<file path="config.mk">
export PLATFORM = sky130hd
export DESIGN_NAME = nibble_and_fixed_io_ports
export DESIGN_NICKNAME = d
export VERILOG_FILES = /design/src/verilog/port_io_pkg.sv /design/src/verilog/nibble_and_fixed_io_ports.sv /design/src/verilog/nibble_pin_drive.sv
export SDC_FILE = /design/constraint.sdc
export NUM_CORES = 1
export LEC_CHECK = 0
export BUFFER_PORTS_ARGS = -buffer_cell sky130_fd_sc_hd__buf_4
export CAP_MARGIN = 20
export CORE_ASPECT_RATIO = 1.2
export CORE_MARGIN = 1
export CORE_UTILIZATION = 57
export CTS_BUF_LIST = sky130_fd_sc_hd__clkbuf_4
export CTS_CLUSTER_SIZE = 20
export DETAILED_ROUTE_END_ITERATION = 8
export PLACE_DENSITY = 0.86
export RECOVER_POWER = 25
export REMOVE_ABC_BUFFERS = 1
export SETUP_SLACK_MARGIN = 0.2
export SLEW_MARGIN = 25
export SYNTH_ARGS = -nofsm -noshare
export SYNTH_HDL_FRONTEND = slang
export SYNTH_SLANG_ARGS = --single-unit
</file>
<file path="constraint.sdc">
create_clock -name i_sys_clk -period 3.6 [get_ports i_sys_clk]
set_input_delay 0.36 -clock i_sys_clk [delete_from_list [all_inputs] [get_ports i_sys_clk]]
set_output_delay 0.36 -clock i_sys_clk [all_outputs]
set_load 0.05 [all_outputs]
</file>
<file path="src/verilog/port_io_pkg.sv">
package port_io_pkg;

  // ********************************
  // Register map
  // ********************************
  localparam logic [7:0] PORT_CONFIG_ADDR  = 8'h00;
  localparam logic [7:0] NIBBLE_MODE_ADDR  = 8'h01;
  localparam logic [7:0] NIBBLE_DATA_ADDR  = 8'h02;
  localparam logic [7:0] FIXED_DATA_ADDR   = 8'h03;
  localparam logic [7:0] FIXED_SEL_ADDR    = 8'h04;

  // ********************************
  // Field positions
  // ********************************
  localparam int OPEN_DRAIN_BIT = 2;
  localparam int LO_DIR_BIT     = 0;
  localparam int HI_DIR_BIT     = 1;

  // ********************************
  // Reset values
  // ********************************
  localparam logic [7:0] PORT_CONFIG_RST = 8'h00;
  localparam logic [1:0] NIBBLE_MODE_RST = 2'h3;
  localparam logic [7:0] NIBBLE_DATA_RST = 8'h00;
  localparam logic [3:0] FIXED_DATA_RST  = 4'h0;
  localparam logic [3:0] FIXED_SEL_RST   = 4'h0;
  localparam logic [7:0] READ_ZERO       = 8'h00;

  typedef struct packed {
    logic       wr;
    logic       rd;
    logic [7:0] addr;
    logic [7:0] wdata;
  } reg_req_type;

  typedef struct packed {
    logic [7:0] out;
    logic [7:0] oe;
    logic [7:0] pull_en;
  } pin_drive_type;

endpackage
</file>
<file path="src/verilog/nibble_and_fixed_io_ports.sv">
`timescale 1ns/100ps
// Notes on behaviour
// - The eight nibble port lines have separate direction control for the low and high nibble.
// - One bit of the port configuration register picks push-pull or open-drain drive.
// - A hardware reset puts all nibble port lines into input direction.
// - A stop-mode recovery also returns the nibble port direction to input.
// - The pull-up of any nibble line programmed as output is switched off.
// - The fixed port has four input-only lines and four push-pull output-only lines.
// - Fixed inputs can feed interrupt logic and fixed outputs can carry timer signals.
module nibble_and_fixed_io_ports (
  input  wire logic       i_sys_clk,
  input  wire logic       i_arst_n,
  input  wire logic [7:0] i_addr,
  input  wire logic [7:0] i_wdata,
  input  wire logic       i_wr,
  input  wire logic       i_rd,
  output logic      [7:0] o_rdata,
  input  wire logic       i_stop_mode_recovery,
  input  wire logic [7:0] i_nibble_port_lines,
  output logic      [7:0] o_nibble_port_lines,
  output logic      [7:0] o_nibble_port_oe,
  output logic      [7:0] o_nibble_pull_en,
  input  wire logic [3:0] i_fixed_input_lines,
  output logic      [3:0] o_fixed_output_lines,
  output logic      [3:0] o_fixed_irq_lines,
  input  wire logic [3:0] i_timer_out
);

  // ********************************
  // Input synchronisers
  // ********************************
  logic [7:0] nib_meta_reg;
  logic [7:0] nib_sync_reg;
  logic [3:0] fix_meta_reg;
  logic [3:0] fix_sync_reg;
  logic       smr_meta_reg;
  logic       smr_sync_reg;

  always_ff @(posedge i_sys_clk or negedge i_arst_n) begin
    if (!i_arst_n) begin
      nib_meta_reg <= 8'h00;
      nib_sync_reg <= 8'h00;
      fix_meta_reg <= 4'h0;
      fix_sync_reg <= 4'h0;
      smr_meta_reg <= 1'b0;
      smr_sync_reg <= 1'b0;
    end else begin
      nib_meta_reg <= i_nibble_port_lines;
      nib_sync_reg <= nib_meta_reg;
      fix_meta_reg <= i_fixed_input_lines;
      fix_sync_reg <= fix_meta_reg;
      smr_meta_reg <= i_stop_mode_recovery;
      smr_sync_reg <= smr_meta_reg;
    end
  end

  // ********************************
  // Register decode
  // ********************************
  port_io_pkg::reg_req_type req;
  assign req.wr    = i_wr;
  assign req.rd    = i_rd;
  assign req.addr  = i_addr;
  assign req.wdata = i_wdata;

  wire wr_cfg   = req.wr && (req.addr == port_io_pkg::PORT_CONFIG_ADDR);
  wire wr_mode  = req.wr && (req.addr == port_io_pkg::NIBBLE_MODE_ADDR);
  wire wr_ndata = req.wr && (req.addr == port_io_pkg::NIBBLE_DATA_ADDR);
  wire wr_fdata = req.wr && (req.addr == port_io_pkg::FIXED_DATA_ADDR);
  wire wr_fsel  = req.wr && (req.addr == port_io_pkg::FIXED_SEL_ADDR);

  logic [7:0] port_config_reg;
  logic [1:0] dir_in_reg;
  logic [7:0] nib_data_reg;
  logic [3:0] fix_data_reg;
  logic [3:0] fix_sel_reg;

  // Recovery wins over a same-cycle mode write so the port always wakes as input
  wire [1:0] dir_in_next = smr_sync_reg ? port_io_pkg::NIBBLE_MODE_RST :
                           wr_mode ? {req.wdata[port_io_pkg::HI_DIR_BIT],
                                      req.wdata[port_io_pkg::LO_DIR_BIT]} : dir_in_reg;

  always_ff @(posedge i_sys_clk or negedge i_arst_n) begin
    if (!i_arst_n) begin
      port_config_reg <= port_io_pkg::PORT_CONFIG_RST;
      dir_in_reg      <= port_io_pkg::NIBBLE_MODE_RST;
      nib_data_reg    <= port_io_pkg::NIBBLE_DATA_RST;
      fix_data_reg    <= port_io_pkg::FIXED_DATA_RST;
      fix_sel_reg     <= port_io_pkg::FIXED_SEL_RST;
    end else begin
      dir_in_reg <= dir_in_next;
      if (wr_cfg) begin
        port_config_reg <= req.wdata;
      end
      if (wr_ndata) begin
        nib_data_reg <= req.wdata;
      end
      if (wr_fdata) begin
        fix_data_reg <= req.wdata[7:4];
      end
      if (wr_fsel) begin
        fix_sel_reg <= req.wdata[3:0];
      end
    end
  end

  // ********************************
  // Read path
  // ********************************
  // Mode and config are write-only; input lines read back per nibble direction
  wire [7:0] nib_read = {dir_in_reg[1] ? nib_sync_reg[7:4] : nib_data_reg[7:4],
                         dir_in_reg[0] ? nib_sync_reg[3:0] : nib_data_reg[3:0]};
  wire [7:0] fix_read = {fix_data_reg, fix_sync_reg};
  wire [7:0] rd_mux   = !req.rd ? port_io_pkg::READ_ZERO :
                        (req.addr == port_io_pkg::NIBBLE_DATA_ADDR) ? nib_read :
                        (req.addr == port_io_pkg::FIXED_DATA_ADDR) ? fix_read :
                        (req.addr == port_io_pkg::FIXED_SEL_ADDR) ? {4'h0, fix_sel_reg} :
                        port_io_pkg::READ_ZERO;

  // ********************************
  // Pin drive
  // ********************************
  port_io_pkg::pin_drive_type drive;

  nibble_pin_drive u_drive (
    .i_open_drain (port_config_reg[port_io_pkg::OPEN_DRAIN_BIT]),
    .i_dir_in     (dir_in_reg),
    .i_data       (nib_data_reg),
    .o_drive      (drive)
  );

  // Timer select replaces register bit per output line
  wire [3:0] fix_out_next = (fix_sel_reg & i_timer_out) | (~fix_sel_reg & fix_data_reg);

  always_ff @(posedge i_sys_clk or negedge i_arst_n) begin
    if (!i_arst_n) begin
      o_rdata              <= 8'h00;
      o_nibble_port_lines  <= 8'h00;
      o_nibble_port_oe     <= 8'h00;
      o_nibble_pull_en     <= 8'hFF;
      o_fixed_output_lines <= 4'h0;
      o_fixed_irq_lines    <= 4'h0;
    end else begin
      o_rdata              <= rd_mux;
      o_nibble_port_lines  <= drive.out;
      o_nibble_port_oe     <= drive.oe;
      o_nibble_pull_en     <= drive.pull_en;
      o_fixed_output_lines <= fix_out_next;
      o_fixed_irq_lines    <= fix_sync_reg;
    end
  end

  // ********************************
  // Checks
  // ********************************
  AST_RESET_INPUT: assert property (@(posedge i_sys_clk) $rose(i_arst_n) |-> o_nibble_port_oe == 8'h00)
    else $error("Nibble port driving after reset");
  AST_SMR_INPUT: assert property (@(posedge i_sys_clk) disable iff (!i_arst_n)
    smr_sync_reg |=> ##1 o_nibble_port_oe == 8'h00)
    else $error("Nibble port not input after recovery");
  AST_SMR_DIR: assert property (@(posedge i_sys_clk) disable iff (!i_arst_n)
    smr_sync_reg |=> dir_in_reg == port_io_pkg::NIBBLE_MODE_RST)
    else $error("Direction not input after recovery");
  AST_PULL_OFF: assert property (@(posedge i_sys_clk) disable iff (!i_arst_n)
    (o_nibble_port_oe & o_nibble_pull_en) == 8'h00)
    else $error("Pull-up on while driving");
  AST_PULL_DIR: assert property (@(posedge i_sys_clk) disable iff (!i_arst_n)
    ##1 o_nibble_pull_en == {{4{$past(dir_in_reg[1])}}, {4{$past(dir_in_reg[0])}}})
    else $error("Pull-up does not follow direction");
  AST_LO_NIBBLE: assert property (@(posedge i_sys_clk) disable iff (!i_arst_n)
    wr_mode && !smr_sync_reg && !i_wdata[0] && !i_wdata[2] |=> ##1 o_nibble_pull_en[3:0] == 4'h0)
    else $error("Low nibble not output");
  AST_HI_NIBBLE: assert property (@(posedge i_sys_clk) disable iff (!i_arst_n)
    wr_mode && !smr_sync_reg && i_wdata[1] |=> ##1 o_nibble_port_oe[7:4] == 4'h0)
    else $error("High nibble not input");
  // Read checks look one cycle after the strobe, the only cycle the data stands
  AST_LO_READ: assert property (@(posedge i_sys_clk) disable iff (!i_arst_n)
    req.rd && req.addr == port_io_pkg::NIBBLE_DATA_ADDR && dir_in_reg[0]
    |=> o_rdata[3:0] == $past(nib_sync_reg[3:0]))
    else $error("Low input nibble read wrong");
  AST_HI_READ: assert property (@(posedge i_sys_clk) disable iff (!i_arst_n)
    req.rd && req.addr == port_io_pkg::NIBBLE_DATA_ADDR && dir_in_reg[1]
    |=> o_rdata[7:4] == $past(nib_sync_reg[7:4]))
    else $error("High input nibble read wrong");
  AST_WRITE_ONLY: assert property (@(posedge i_sys_clk) disable iff (!i_arst_n)
    req.rd && (req.addr == port_io_pkg::NIBBLE_MODE_ADDR || req.addr == port_io_pkg::PORT_CONFIG_ADDR)
    |=> o_rdata == port_io_pkg::READ_ZERO)
    else $error("Write-only register read nonzero");
  AST_OPEN_DRAIN: assert property (@(posedge i_sys_clk) disable iff (!i_arst_n)
    port_config_reg[port_io_pkg::OPEN_DRAIN_BIT] |=> (o_nibble_port_lines == 8'h00))
    else $error("Open drain drove high");
  AST_OD_ONES: assert property (@(posedge i_sys_clk) disable iff (!i_arst_n)
    port_config_reg[port_io_pkg::OPEN_DRAIN_BIT] |=> (o_nibble_port_oe & $past(nib_data_reg)) == 8'h00)
    else $error("Open drain enabled on a one");
  AST_OUT_DATA: assert property (@(posedge i_sys_clk) disable iff (!i_arst_n)
    !port_config_reg[port_io_pkg::OPEN_DRAIN_BIT] |=> o_nibble_port_lines == $past(nib_data_reg))
    else $error("Push-pull value mismatch");
  AST_PUSH_PULL: assert property (@(posedge i_sys_clk) disable iff (!i_arst_n)
    !port_config_reg[port_io_pkg::OPEN_DRAIN_BIT] && dir_in_reg == 2'h0 |=> o_nibble_port_oe == 8'hFF)
    else $error("Push-pull output not driving");
  AST_FIXED_OUT: assert property (@(posedge i_sys_clk) disable iff (!i_arst_n)
    fix_sel_reg == 4'h0 && $stable(fix_sel_reg) |=> o_fixed_output_lines == $past(fix_data_reg))
    else $error("Fixed output mismatch");
  AST_FIX_READ: assert property (@(posedge i_sys_clk) disable iff (!i_arst_n)
    req.rd && req.addr == port_io_pkg::FIXED_DATA_ADDR
    |=> o_rdata == {$past(fix_data_reg), $past(fix_sync_reg)})
    else $error("Fixed port read wrong");
  AST_TIMER_SEL: assert property (@(posedge i_sys_clk) disable iff (!i_arst_n)
    ##1 ((o_fixed_output_lines ^ $past(i_timer_out)) & $past(fix_sel_reg)) == 4'h0)
    else $error("Timer signal not on selected line");
  AST_IRQ_ROUTE: assert property (@(posedge i_sys_clk) disable iff (!i_arst_n)
    ##3 o_fixed_irq_lines == $past(i_fixed_input_lines, 3))
    else $error("Interrupt route mismatch");

  // ********************************
  // Coverage
  // ********************************
  COV_OUT_MODE: cover property (@(posedge i_sys_clk) o_nibble_port_oe == 8'hFF);
  COV_SMR: cover property (@(posedge i_sys_clk) smr_sync_reg && dir_in_reg != 2'h3);
  COV_TIMER: cover property (@(posedge i_sys_clk) fix_sel_reg != 4'h0);
  COV_OPEN_DRAIN: cover property (@(posedge i_sys_clk) port_config_reg[port_io_pkg::OPEN_DRAIN_BIT] && o_nibble_port_oe != 8'h00);
  COV_SPLIT_DIR: cover property (@(posedge i_sys_clk) o_nibble_port_oe == 8'h0F);

endmodule

</file>
<file path="src/verilog/nibble_pin_drive.sv">
`timescale 1ns/100ps
module nibble_pin_drive (
  input  wire logic       i_open_drain,
  input  wire logic [1:0] i_dir_in,
  input  wire logic [7:0] i_data,
  output port_io_pkg::pin_drive_type o_drive
);

  // ********************************
  // Per-nibble driver selection
  // ********************************
  genvar g;
  generate
    for (g = 0; g < 8; g++) begin : g_line
      wire is_out = ~i_dir_in[g / 4];
      // Open drain only sinks: enable while driving a zero
      assign o_drive.oe[g]      = is_out & (~i_open_drain | ~i_data[g]);
      assign o_drive.out[g]     = i_data[g] & ~i_open_drain;
      assign o_drive.pull_en[g] = ~is_out;
    end
  endgenerate

endmodule

</file>
==> results.md, run 1 <==
Status:
- The flow ran to the end, but the final reports show violations.
- The final reports fail on max-capacitance violations, max-slew violations.

Worst hold path:
- The worst hold path terminates at nib_meta_reg[2].
- The launch point of the worst hold path is i_nibble_port_lines[2].
- The worst hold path class is in2reg.
- The worst hold path stage count is 1.

Routing:
- The number of violations reported at the end of detailed-routing iteration 0 is 54.
- The number of iterations in the first detailed-routing pass is 4.
- The routed layout has 1695 vias.
- The count of antenna-violating nets left after detailed routing is 0.
- The routed length per placed instance is 16.0 um.
- The DRC violations left is 0.
- The via count normalized by instance count is 5.28.
- The routed wire length is ~5000 um.

Cells and area:
- In the final layout, the share of cells above drive strength 1 is 46.0%.
- The repair_antennas step left the layout with diodes totalling 0.
- The post-layout utilization of the core is 74.9%.
- The library cells used most frequently in the layout, excluding fill and tap cells, are 75 x dfrtp_1, 62 x buf_4, 25 x mux2_2.
- The layout-stage area growth over the synthesis result is 25.0%.
- The most common cell after layout, fill and taps aside is dfrtp_1.
- The net total in the final layout is 295.
- The fill cell instance count of the final layout is between 300 and 400.

CTS:
- TritonCTS built the clock tree.
- For this design, the sink count on the clock tree is between 70 and 80.
- The number of buffers inserted to repair setup after CTS is 0.
- The longest clock path from root to sink contains 2 buffers.
- The number of gates resized after CTS was 0.
- The buffer cell driving the clock tree root is clkbuf_4.
- The worst-skew pair later-pin latency is 400 ps.
- The clock-pin slew on the worst setup and hold paths is 120 ps.
- The number of hold buffers added after cts is 0.
- The number of clock buffers added by TritonCTS is 9.
- The maximum level of the CTS H-tree is 3.

Floorplanning:
- The initial utilization of the core area, before any placement, comes to roughly 60%.
- The die area is 0.00515 sq mm.
- The height of the die is 78.4 um.
- 77 I/O pins were placed.
- The horizontal die dimension is 65.7 um.
- The core region is 0.00463 sq mm.
- In this run the core area contains 27 standard-cell rows.

Global routing:
- The first-pass GRT wire length is roughly 8400 um.
- The initial antenna violation count is 0.
- Entering global routing, the biggest net connects 80 pins.
- For this run, the total global-route usage over all layers was measured as 22.5%.
- The number of global-route vias before repair is 1771.
- The total grt overflow is 0.

STA:
- Setup violations remaining at the end of the flow were counted as 0.
- The number of hold violations in the final report is 0.
- At the pin with the least slew margin, the transition time is 1830 ps.
- The final sum of negative setup slack is 0 ps.
- The worst max-slew margin expressed relative to the limit is -22.0%.
- Derived from the worst setup path, the maximum achievable clock frequency is 0.657 GHz.
- For the final database, setup skew stands at about 13 ps.
- Setup repair after global routing left no endpoint under its margin.
- The routed design could run at a clock period as short as 1520 ps.
- The worst path uses between 40% and 50% of the clock period.
- The final number of max-transition violations is 80.

Synthesis:
- Synthesis inferred roughly 80 register bits.
- The distinct cell type count of the synthesized netlist is 25.
- Sequential elements use between 70% and 80% of the synthesized area.
- After synthesis the cells add up to 0.00277 sq mm.
- The synthesized design contains 0 enable-type register cells.
- For this run, asynchronously set or reset flops after synthesis account for 100%.
- The most instantiated flip-flop cell in the synthesis netlist is dfrtp_1.
- The number of instances in the synthesized netlist is 181.
- The average instance in the mapped netlist occupies 15.3 sq um.
- The Yosys step of the flow raised 0 warnings.

Power and ir drop:
- Across the VDD grid, the largest voltage drop is 0.293 mV.
- Dividing total power by cell area gives a power density of 447 mW/mm^2.
- For this design the static power due to leakage is 1.78 nW.

Setup path:
- The endpoint of the worst register-to-register path is o_rdata[5].
- The required time of the critical path is 3760 ps.
- The startpoint identified for the worst register-to-register timing path is dir_in_reg[1].
- Together, buffers and inverters on the worst path number 1.
- The critical path goes through clkbuf_2.
- For this run, the slowest stage of the critical path takes 1300 ps.
- The worst setup path is captured at an async pin.
- The worst register-to-register path has a depth of 3.
- The cell type of the slowest stage on the worst timing path is clkbuf_2.
- The nature of the critical path startpoint is an input port.
- In this design, the largest share of critical-path delay is due to buffers and inverters.
- The critical path is of the in2async type.
- The maximum fanout encountered on the critical timing path is between 70 and 80.
- Data on the critical path arrives at its endpoint at 1680 ps.
- The slack of the worst reg-to-reg path is 2320 ps.

Place:
- Detailed placement finished with a half-perimeter wire length of 3740 um.
- In this run the tool buffered the top-level ports with 76 buffer cells.
- The routability congestion estimate is 0.908.

Run:
- The number of maximum-capacitance constraint violations is 1.
-- synth_stat cells (all sizes together), types with 3 or more instances --
library cell,number,area (sq um)
mux2i,6,60.1
dfrtp,75,1880
dfstp,4,105
nand3,3,25.0
nor2,6,22.5
nand2,10,37.5
nand4,4,25.0
mux2,25,282
clkbuf,3,11.3
nor2b,8,50.1
a21oi,12,60.1
buf,7,56.3
-- through the flow --
step | instances | cell area [sq um] | power, mW | hold WS (ps) | worst slack (ps)
final | 321 | 3470 | 1.55 | 78.2 | 2080
after global routing | 321 | 3470 | 1.62 | 49.0 | 1700
after CTS | 321 | 3470 | 1.56 | 40.2 | 2060
after detailed placement | 305 | 3350 | 1.10 | 336 | 1980
after global placement | 305 | 3350 | 1.10 | 332 | 2020
after floorplan | 171 | 2710 | 1.02 | 64.4 | 2080
-- metal layers --
metal / up-vias / GRT usage [%] / share of wire (%)
met4: 0 / 12.6 / 1.6
met5: - / 0 / 0
met3: 8 / 4.22 / 5.0
met1: 853 / 27.5 / 38
met2: 59 / 37.0 / 55
li1: 775 / - / -
-- worst max path at each step --
stage,startpoint,end,slack (ps),depth (start not counted)
CTS,o_nibble_pull_en[4],o_nibble_pull_en[7],2060,1
finish,i_arst_n,o_nibble_port_lines[1],2080,1
detailed placement,i_addr[7],fix_data_reg[3],1980,4
floorplan,o_nibble_pull_en[3],o_nibble_pull_en[0],2080,0
global route,i_arst_n,fix_meta_reg[1],1700,1
global placement,i_addr[7],fix_data_reg[3],2020,4
-- power by group --
group | switching, mW | internal [mW] | total [mW]
Clock | 0.267 | 0.200 | 0.467
Sequential | 0.0196 | 0.921 | 0.940
Combinational | 0.0838 | 0.0577 | 0.141
-- logic make-up after synthesis --
group / count (synthesis) / share of synthesized area, %
flops: 79 / 71.5
compound gates: 20 / 4.24
simple gates: 40 / 9.39
mux: 31 / 12.3
buf+inv: 11 / 2.57
-- cell type report --
type / instances / area [sq um] / share of cell area (%)
sequential: 79 / 1980 / 57.2
multi-input combinational: 91 / 719 / 20.8
timing repair buffer: 76 / 568 / 16.4
tap: 58 / 72.6 / 2.09
clock buffer: 9 / 67.6 / 1.95
clock inverter: 7 / 53.8 / 1.55
inverter: 1 / 3.75 / 0.108
No activity file was read; power rests on OpenSTA's default activity.
==> inputs of run 2 (changes only) <==
Settings changed: ABC_AREA from default to 1, CORE_UTILIZATION 57 to 49, PLACE_DENSITY 0.86 to 0.78.
Clock period 3.6 ns to 1.38 ns, I/O delays scaled along.
==> run 2 against run 1 <==
  * Register-to-register slack worse by 2100 ps
  * Highest routed layer unchanged
  * The flow now finishes without violations
  * Sequential cell count did not move
  * Clock skew is 6.8 ps lower
==> results.md, run 2 <==
Worst hold path:
- The min-delay analysis places its worst path in the category in2reg.

Synthesis:
- The number of instances in the synthesized netlist came to 251 (+39%).
- The yosys synthesis warning count was 0 (unchanged).
- The post-synthesis instance area is 0.00294 sq mm (+6.0%).
- The sequential area share after synthesis is 67.5% (-4.0 points).
- The number of storage elements in the synthesis netlist came to 79 (unchanged).
- The most instantiated flip-flop cell in the synthesis netlist is dfrtp_1.
- The count of flip-flops with a built-in enable after synthesis is 0 (unchanged).
- The distinct cell type count of the synthesized netlist is 24 (-4.0%).
- Summed over all instances, the cell type with the most area after synthesis is dfrtp_1.
- By instance count, the leading cell after synthesis is dfrtp_1.
- Ranked by total cell area, the synthesized netlist is headed by dfrtp_1 64%, nand2_1 4.9%, dfstp_2 3.6%.
- The commonest cells after synthesis are 75 x dfrtp_1, 38 x nand2_1, 24 x inv_1.
- The async set-or-reset flop fraction in the synthesized netlist is 100% (unchanged).
- The area share of the largest cell type after synthesis is 63.9% (-3.8 points).
- The mean instance size in the synthesized netlist is 11.7 sq um (-24%).

Floorplanning:
- The number of top-level design ports was 77 (unchanged).
- The horizontal die dimension is 72.7 um (+11%).
- The number of placement rows is 30 (+11%).
- The die area came to 0.00631 sq mm (+23%).
- The effective utilization at floorplan came to 51.5% (-8.4 points).
- The area of the placeable core came to 0.00571 sq mm (+23%).
- The height of the die is 86.8 um (+11%).

STA:
- The final number of max-transition violations is 0 (-100%).
- The clock skew is 6.35 ps (-6.84 ps).
- The worst path in the final design needs a cycle of ~1300 ps, including I/O delays and setup.
- The transition time of the tightest slew-check pin is 524 ps (-1310 ps).
- The final sum of negative setup slack is 0 ps (unchanged).
- In the finished design, the share of the clock period the worst path needs comes to between 90% and 100%.
- Timing would allow up to 0.754 GHz.
- The count of endpoints failing setup in the final report is 0 (unchanged).
- Setup repair after global routing could not meet its margin everywhere.
- The number of hold violations in the final report came to 0 (unchanged).
- The worst max-slew margin expressed relative to the limit is 65.1% (+87 points).

Setup path:
- The slack of the worst reg-to-reg path is 240 ps (-2080 ps).
- The worst-case reg-to-reg path depth is 5 (+2).
- The buffering stage count on the worst path with inverters included was 1 (unchanged).
- The total stage count of the critical path is 1 (unchanged).
- The critical path ends at o_nibble_pull_en[5].
- The cell type of the slowest stage on the worst timing path is dfstp_2.
- In this run the critical register-to-register path is captured at o_rdata[5].
- The arrival time at the worst endpoint was 1190 ps (-490 ps).
- The kind of cell adding the most delay to the critical path is flip-flops.
- The start-to-end type of the worst setup path is reg2out.
- The start of the worst register-to-register path is dir_in_reg[1].
- The stage delay of the slowest cell on the critical path is 580 ps (-720 ps).
- The nature of the critical path startpoint is a flop.
- The first element of the critical path is o_nibble_pull_en[4].
- The required time of the critical path came to 1240 ps (-2520 ps).
- The worst setup path is captured at an output pin.
- Walking the worst path, the cells encountered are buf_4.
- The maximum fanout encountered on the critical timing path was 4 (-95%).

Global routing:
- The number of global-route vias before repair is 2044 (+15%).
- The initial antenna violation count came to 0 (unchanged).
- The pin count of the biggest net entering global routing was 39 (-51%).
- The total grt overflow was 0 (unchanged).
- The first-pass GRT wire length is 9470 um (+13%).
- The all-layer global routing usage is 20.9% (-1.5 points).

Routing:
- The DRC violations left is 0 (unchanged).
- The count of antenna-violating nets left after detailed routing was 0 (unchanged).
- The total number of vias is 2127 (+25%).
- The number of iterations in the first detailed-routing pass was 4 (unchanged).
- The routed wire length is 6010 um (+17%).
- The via count normalized by instance count is 4.78 (-9.5%).
- The routed length per placed instance was 13.5 um (-16%).
- The number of violations reported at the end of detailed-routing iteration 0 was 76 (+41%).

CTS:
- The number of CTS-inserted buffers is 9 (unchanged).
- The worst-skew pair later-pin latency is 410 ps (about the same).
- In this run the clock root is driven by a clkbuf_4.
- The clock-pin slew on the worst setup and hold paths is 110 ps (about the same).
- The maximum level of the CTS H-tree was 3 (unchanged).
- TritonCTS built the clock tree.
- The largest buffer count on any clock path is 2 (unchanged).
- The clock sink count was 79 (unchanged).

Cells and area:
- The count of antenna diodes in the layout came to 0 (unchanged).
- The net total in the final layout was 398 (+35%).
- The area growth from synthesis to layout is 35.2%.
- The fill cell instance count of the final layout is 460 (+41%).
- The post-layout utilization of the core is 69.6% (-5.3 points).
- The top cell types in the final layout, fill and taps aside, are 75 x dfrtp_1, 66 x buf_4, 38 x nand2_1.
- The layout cell share with drive strength beyond 1 is 37.0% (-9.0 points).
- The most common cell after layout, fill and taps aside is dfrtp_1.

Place:
- The half-perimeter wire length after placement was 4050 um (+8.3%).
- The number of I/O port buffers is 76 (unchanged).
- The routability congestion estimate came to 0.877 (-3.5%).

Power and ir drop:
- The maximum ir drop on the vdd rail came to 0.597 mV (+100%).
- The total power draw is 4.04 mW (+160%).
- The static leakage is 2.07 nW (+16%).
- The total power density per cell area is 1020 mW/mm^2 (+130%).

Status:
- The flow ran to the end, and the final reports show no timing, DRC or antenna violations.

Run:
- The number of maximum-capacitance constraint violations is 0 (-1).
[run 2: changes by cell type in the layout (fill, tap and decap cells not counted), moves of 7 or more]
cell,delta
o21ai_1,+7
mux2_2,-21
nor2_1,+7
nand2_1,+28
nor2b_1,-8
inv_1,+22
dlygate4sd3_1,+26
nand3_1,+19
[run 2: what timing repair did]
item / 4_1_cts / 5_1_grt
hold buffers: 26 / 0
setup endpoints to repair: 9 / 16
setup buffers: 2 / 2
resized for setup: 0 / 10
hold endpoints to repair: 111 / 0
[run 2: layer usage]
layer / global-route usage (%) / part of all wire, % / vias to the layer above
met3: 4.53 / 4.5 / 12
met4: 11.9 / 2.1 / 0
met5: 0 / 0 / -
li1: - / - / 1023
met2: 34.3 / 51 / 70
met1: 25.6 / 42 / 1022
[run 2: power by group]
part / leakage, nW / switching [mW] / internal [mW]
clock network: 0.0595 / 0.728 / 0.366
logic: 1.02 / 0.290 / 0.203
registers: 0.987 / 0.0423 / 2.41
total: 2.07 / 1.06 / 2.97
[run 2: worst register-to-register path: cells and delay by family, from the launching register on]
kind / cells / cell delay, ps
AO/OA/AOI/OAI: 2 / 200
buffers and inverters: 1 / 140
flip-flops: 1 / 620
AND/OR/NAND/NOR: 2 / 110
[run 2: area by class of cell]
type	count	area, sq um	share of cell area [%]
flip-flops and latches	79	1980	49.9
repair buffers	111	916	23.1
multi-input cells	134	776	19.5
well taps	80	100	2.52
inverters	26	97.6	2.46
clock buffers	10	75.1	1.89
clock inverters	5	26.3	0.661
[run 2: how the worst min path moves through the flow]
| stage | from | end | slack, ps | cells past startpoint |
|---|---|---|---|---|
| 6_report | i_addr[0] | dir_in_reg[0] | 20 | 3 |
| 5_1_grt | i_wr | fix_sel_reg[1] | 20 | 3 |
| 4_1_cts | i_addr[0] | dir_in_reg[0] | 1 | 3 |
| 3_5_place_dp | i_arst_n | fix_meta_reg[2] | 40 | 1 |
| 3_3_place_gp | i_arst_n | fix_meta_reg[2] | 40 | 1 |
| 2_1_floorplan | i_arst_n | fix_data_reg[0] | -160 | 0 |
[run 2: through the flow]
step / cells / hold slack (ps) / setup WS [ps] / cell area (sq um)
6_report: 445 / 19.3 / 53.1 / 3970
5_1_grt: 445 / 17.6 / 17.9 / 3970
4_1_cts: 443 / 1.31 / 40.2 / 3950
3_5_place_dp: 400 / 41.2 / 186 / 3570
3_3_place_gp: 400 / 36.1 / 230 / 3570
2_1_floorplan: 239 / -158 / 86.5 / 2850
[run 2: cell families after synthesis]
family / after synthesis / synth area share [%]
compound gates: 37 / 7.45
buf+inv: 38 / 6.26
flops: 79 / 67.5
mux: 4 / 1.53
simple gates: 93 / 17.3
==> inputs of run 3 (changes only) <==
--- a/config.mk
+++ b/config.mk
@@ -8,3 +8,3 @@
 export ABC_AREA = 1
-export BUFFER_PORTS_ARGS = -buffer_cell sky130_fd_sc_hd__buf_4
+export BUFFER_PORTS_ARGS = -buffer_cell sky130_fd_sc_hd__buf_2
 export CAP_MARGIN = 20
--- a/constraint.sdc
+++ b/constraint.sdc
@@ -3,2 +3,2 @@
 set_output_delay 0.138 -clock i_sys_clk [all_outputs]
-set_load 0.05 [all_outputs]
+set_load 0.1 [all_outputs]
==> run 3 against run 2 <==
  * The flow now finishes with violations (negative setup slack)
  * Non-clock buffer count shrank 1
  * Count of clock-buffer cells in the layout is the same
  * First-iteration DRC count grew 96%
  * Setup slack lost 110 ps
==> results.md, run 3 (synthesis results as in run 2) <==
Status:
- The flow ran to the end, but the final reports show violations.
- The final reports fail on negative setup slack.

Worst hold path:
- The launch point of the worst hold path is i_wdata[1].
- The worst hold path class is in2reg.
- The worst hold path stage count is 3 (unchanged).
- For hold timing, the worst endpoint is nib_data_reg[1].

Cells and area:
- The layout-stage area growth over the synthesis result is 48.3%.
- The layout cell share with drive strength beyond 1 is 37.9% (+0.93 points).
- Leaving out fill and tap cells, the most frequent cells in the layout are 75 x dfrtp_1, 38 x nand2_1, 35 x buf_2.
- The library cell used most frequently in the layout, excluding fill and tap cells, is dfrtp_1.
- The net total in the final layout is 397 (-0.25%).
- The count of antenna diodes in the layout is 0 (unchanged).
- The post-layout utilization of the core is 76.4% (+6.7 points).

Setup path:
- The slack of the worst reg-to-reg path is 220 ps (-20 ps).
- The slowest stage of the critical path belongs to the cell dfstp_2.
- The cell family contributing the most delay on the critical path is flip-flops.
- The stage delay of the slowest cell on the critical path came to 670 ps (+90 ps).
- The start of the worst register-to-register path is dir_in_reg[1].
- The nature of the critical path endpoint is an output pin.
- The required time of the critical path is 1240 ps (about the same).
- The buffering stage count on the worst path with inverters included was 1 (unchanged).
- The endpoint of the worst register-to-register path is o_rdata[5].
- The worst setup path is launched from a flop.
- The worst-case reg-to-reg path depth is 5 (unchanged).
- The signal on the critical path passes through buf_12.
- The maximum fanout encountered on the critical timing path is 4 (unchanged).
- The start-to-end type of the worst setup path is reg2out.
- The arrival time at the worst endpoint is 1290 ps (+100 ps).

Routing:
- The DRC violations left is 0 (unchanged).
- The number of violations reported at the end of detailed-routing iteration 0 is 149 (+96%).
- The routed length per placed instance is 15.7 um (+16%).
- The number of iterations in the first detailed-routing pass is 5 (+1).
- The routed wire length is 6970 um (+16%).
- The via count normalized by instance count is 5.03 (+5.2%).
- The count of antenna-violating nets left after detailed routing is 0 (unchanged).
- The total number of vias is 2233 (+5.0%).

CTS:
- The number of CTS-inserted buffers was 9 (unchanged).
- The clock-pin slew on the worst setup and hold paths came to 120 ps (about the same).
- The clock sink count is 79 (unchanged).
- The CTS tree is yes.
- The buffer cell driving the clock tree root is clkbuf_4.
- The largest buffer count on any clock path is 2 (unchanged).
- The maximum level of the CTS H-tree is 3 (unchanged).
- The worst-skew pair later-pin latency is 420 ps (about the same).

STA:
- The highest clock rate came to 0.698 GHz (-7.4%).
- The clock skew was 14.3 ps (+7.98 ps).
- The number of hold violations in the final report is 0 (unchanged).
- The post-route minimum period was 1430 ps (+106 ps).
- The ratio of final minimum period to clock period is 104% (+7.7 points).
- The transition time of the tightest slew-check pin is 800 ps (+276 ps).
- Setup repair after global routing could not meet its margin everywhere.
- The worst hold slack is 24.5 ps (+5.18 ps).
- The final worst setup slack came to -52.5 ps (-106 ps).
- The count of endpoints failing setup in the final report is 8 (+8).
- The worst max-slew margin expressed relative to the limit is 46.7% (-18 points).
- The final number of max-transition violations was 0 (unchanged).

Global routing:
- The met2 capacity usage during global routing is 37.8% (+3.5 points).
- The number of global-route vias before repair is 2080 (+1.8%).
- The met3 routing resource usage after global routing is 5.93% (+1.4 points).
- The global-route met1 utilization is 24.8% (-0.75 points).
- The first-pass GRT wire length is 9800 um (+3.4%).
- The total grt overflow came to 0 (unchanged).
- The initial antenna violation count is 0 (unchanged).
- The all-layer global routing usage came to 22.0% (+1.1 points).
- The global-route layer with the greatest usage is met2.
- The pin count of the biggest net entering global routing is 39 (unchanged).

Floorplanning:
- The number of placement rows is 30 (unchanged).
- The number of top-level design ports is 77 (unchanged).
- The die area came to 0.00631 sq mm (unchanged).
- The height of the die is 86.8 um (unchanged).
- The horizontal die dimension came to 72.7 um (unchanged).
- The area of the placeable core is 0.00571 sq mm (unchanged).
- The effective utilization at floorplan is 51.5% (unchanged).

Place:
- The number of I/O port buffers is 76 (unchanged).
- The routability congestion estimate is 0.858 (-2.1%).
- The minimum setup slack after placement was 215 ps (+29.3 ps).
- The half-perimeter wire length after placement is 3980 um (-1.7%).

Power and ir drop:
- The total power draw is 4.60 mW (+14%).
- The maximum ir drop on the vdd rail is 0.750 mV (+26%).
- The total power density per cell area is 1050 mW/mm^2 (+3.8%).
- The static leakage is 2.20 nW (+6.4%).

Run:
- The number of maximum-capacitance constraint violations is 0 (unchanged).
## run 3: changes by cell type in the layout (fill, tap and decap cells not counted), moves of 3 or more
cell      change
buf_2        +35
buf_12       +31
buf_4        -58
clkbuf_4     -13
buf_6         +3
buf_8         +4
## run 3: worst max path at each step
stage | startpoint | end | slack (ps) | cells past startpoint
finish | o_nibble_pull_en[3] | o_nibble_pull_en[0] | -50 | 1
floorplan | o_nibble_pull_en[3] | o_nibble_pull_en[0] | -580 | 0
global route | o_nibble_pull_en[3] | o_nibble_pull_en[3] | -110 | 1
CTS | o_nibble_pull_en[3] | o_nibble_pull_en[0] | -60 | 1
global placement | i_addr[7] | nib_data_reg[3] | 240 | 7
detailed placement | i_addr[7] | fix_data_reg[1] | 220 | 7
## run 3: area by class of cell
type	count	area, sq um
tap	80	100
clock buffer	10	75.1
timing repair buffer	110	1250
sequential	79	1980
inverter	26	97.6
clock inverter	5	73.8
fill	372	1350
multi-input combinational	134	779
## run 3: where the power goes
group | total, mW | internal [mW] | switching [mW]
clock network | 1.48 | 0.735 | 0.742
registers | 2.47 | 2.41 | 0.0603
logic | 0.652 | 0.236 | 0.416
total | 4.60 | 3.38 | 1.22
## run 3: repair_timing
item                                   in CTS  in global routing
hold buffers                               24                  0
pin swaps                                   0                  2
resized for setup                          64                 57
setup buffers                               0                  5
endpoints found under the hold margin      69                  0
setup endpoints to repair                  40                 43
## run 3: stage by stage
| stage | cell area [sq um] | setup TNS, ps | cells |
|---|---|---|---|
| final | 4360 | -385 | 444 |
| after floorplan | 2850 | -4620 | 239 |
| after global placement | 3500 | 0 | 400 |
| after CTS | 4100 | -468 | 439 |
| after detailed placement | 3500 | 0 | 400 |
| after global routing | 4360 | -834 | 444 |
## run 3: metal layers
| metal | up-vias | part of all wire, % |
|---|---|---|
| met4 | 0 | 2.8 |
| met2 | 115 | 54 |
| met1 | 1074 | 37 |
| met3 | 20 | 5.6 |
| met5 | - | 0 |
| li1 | 1024 | - |
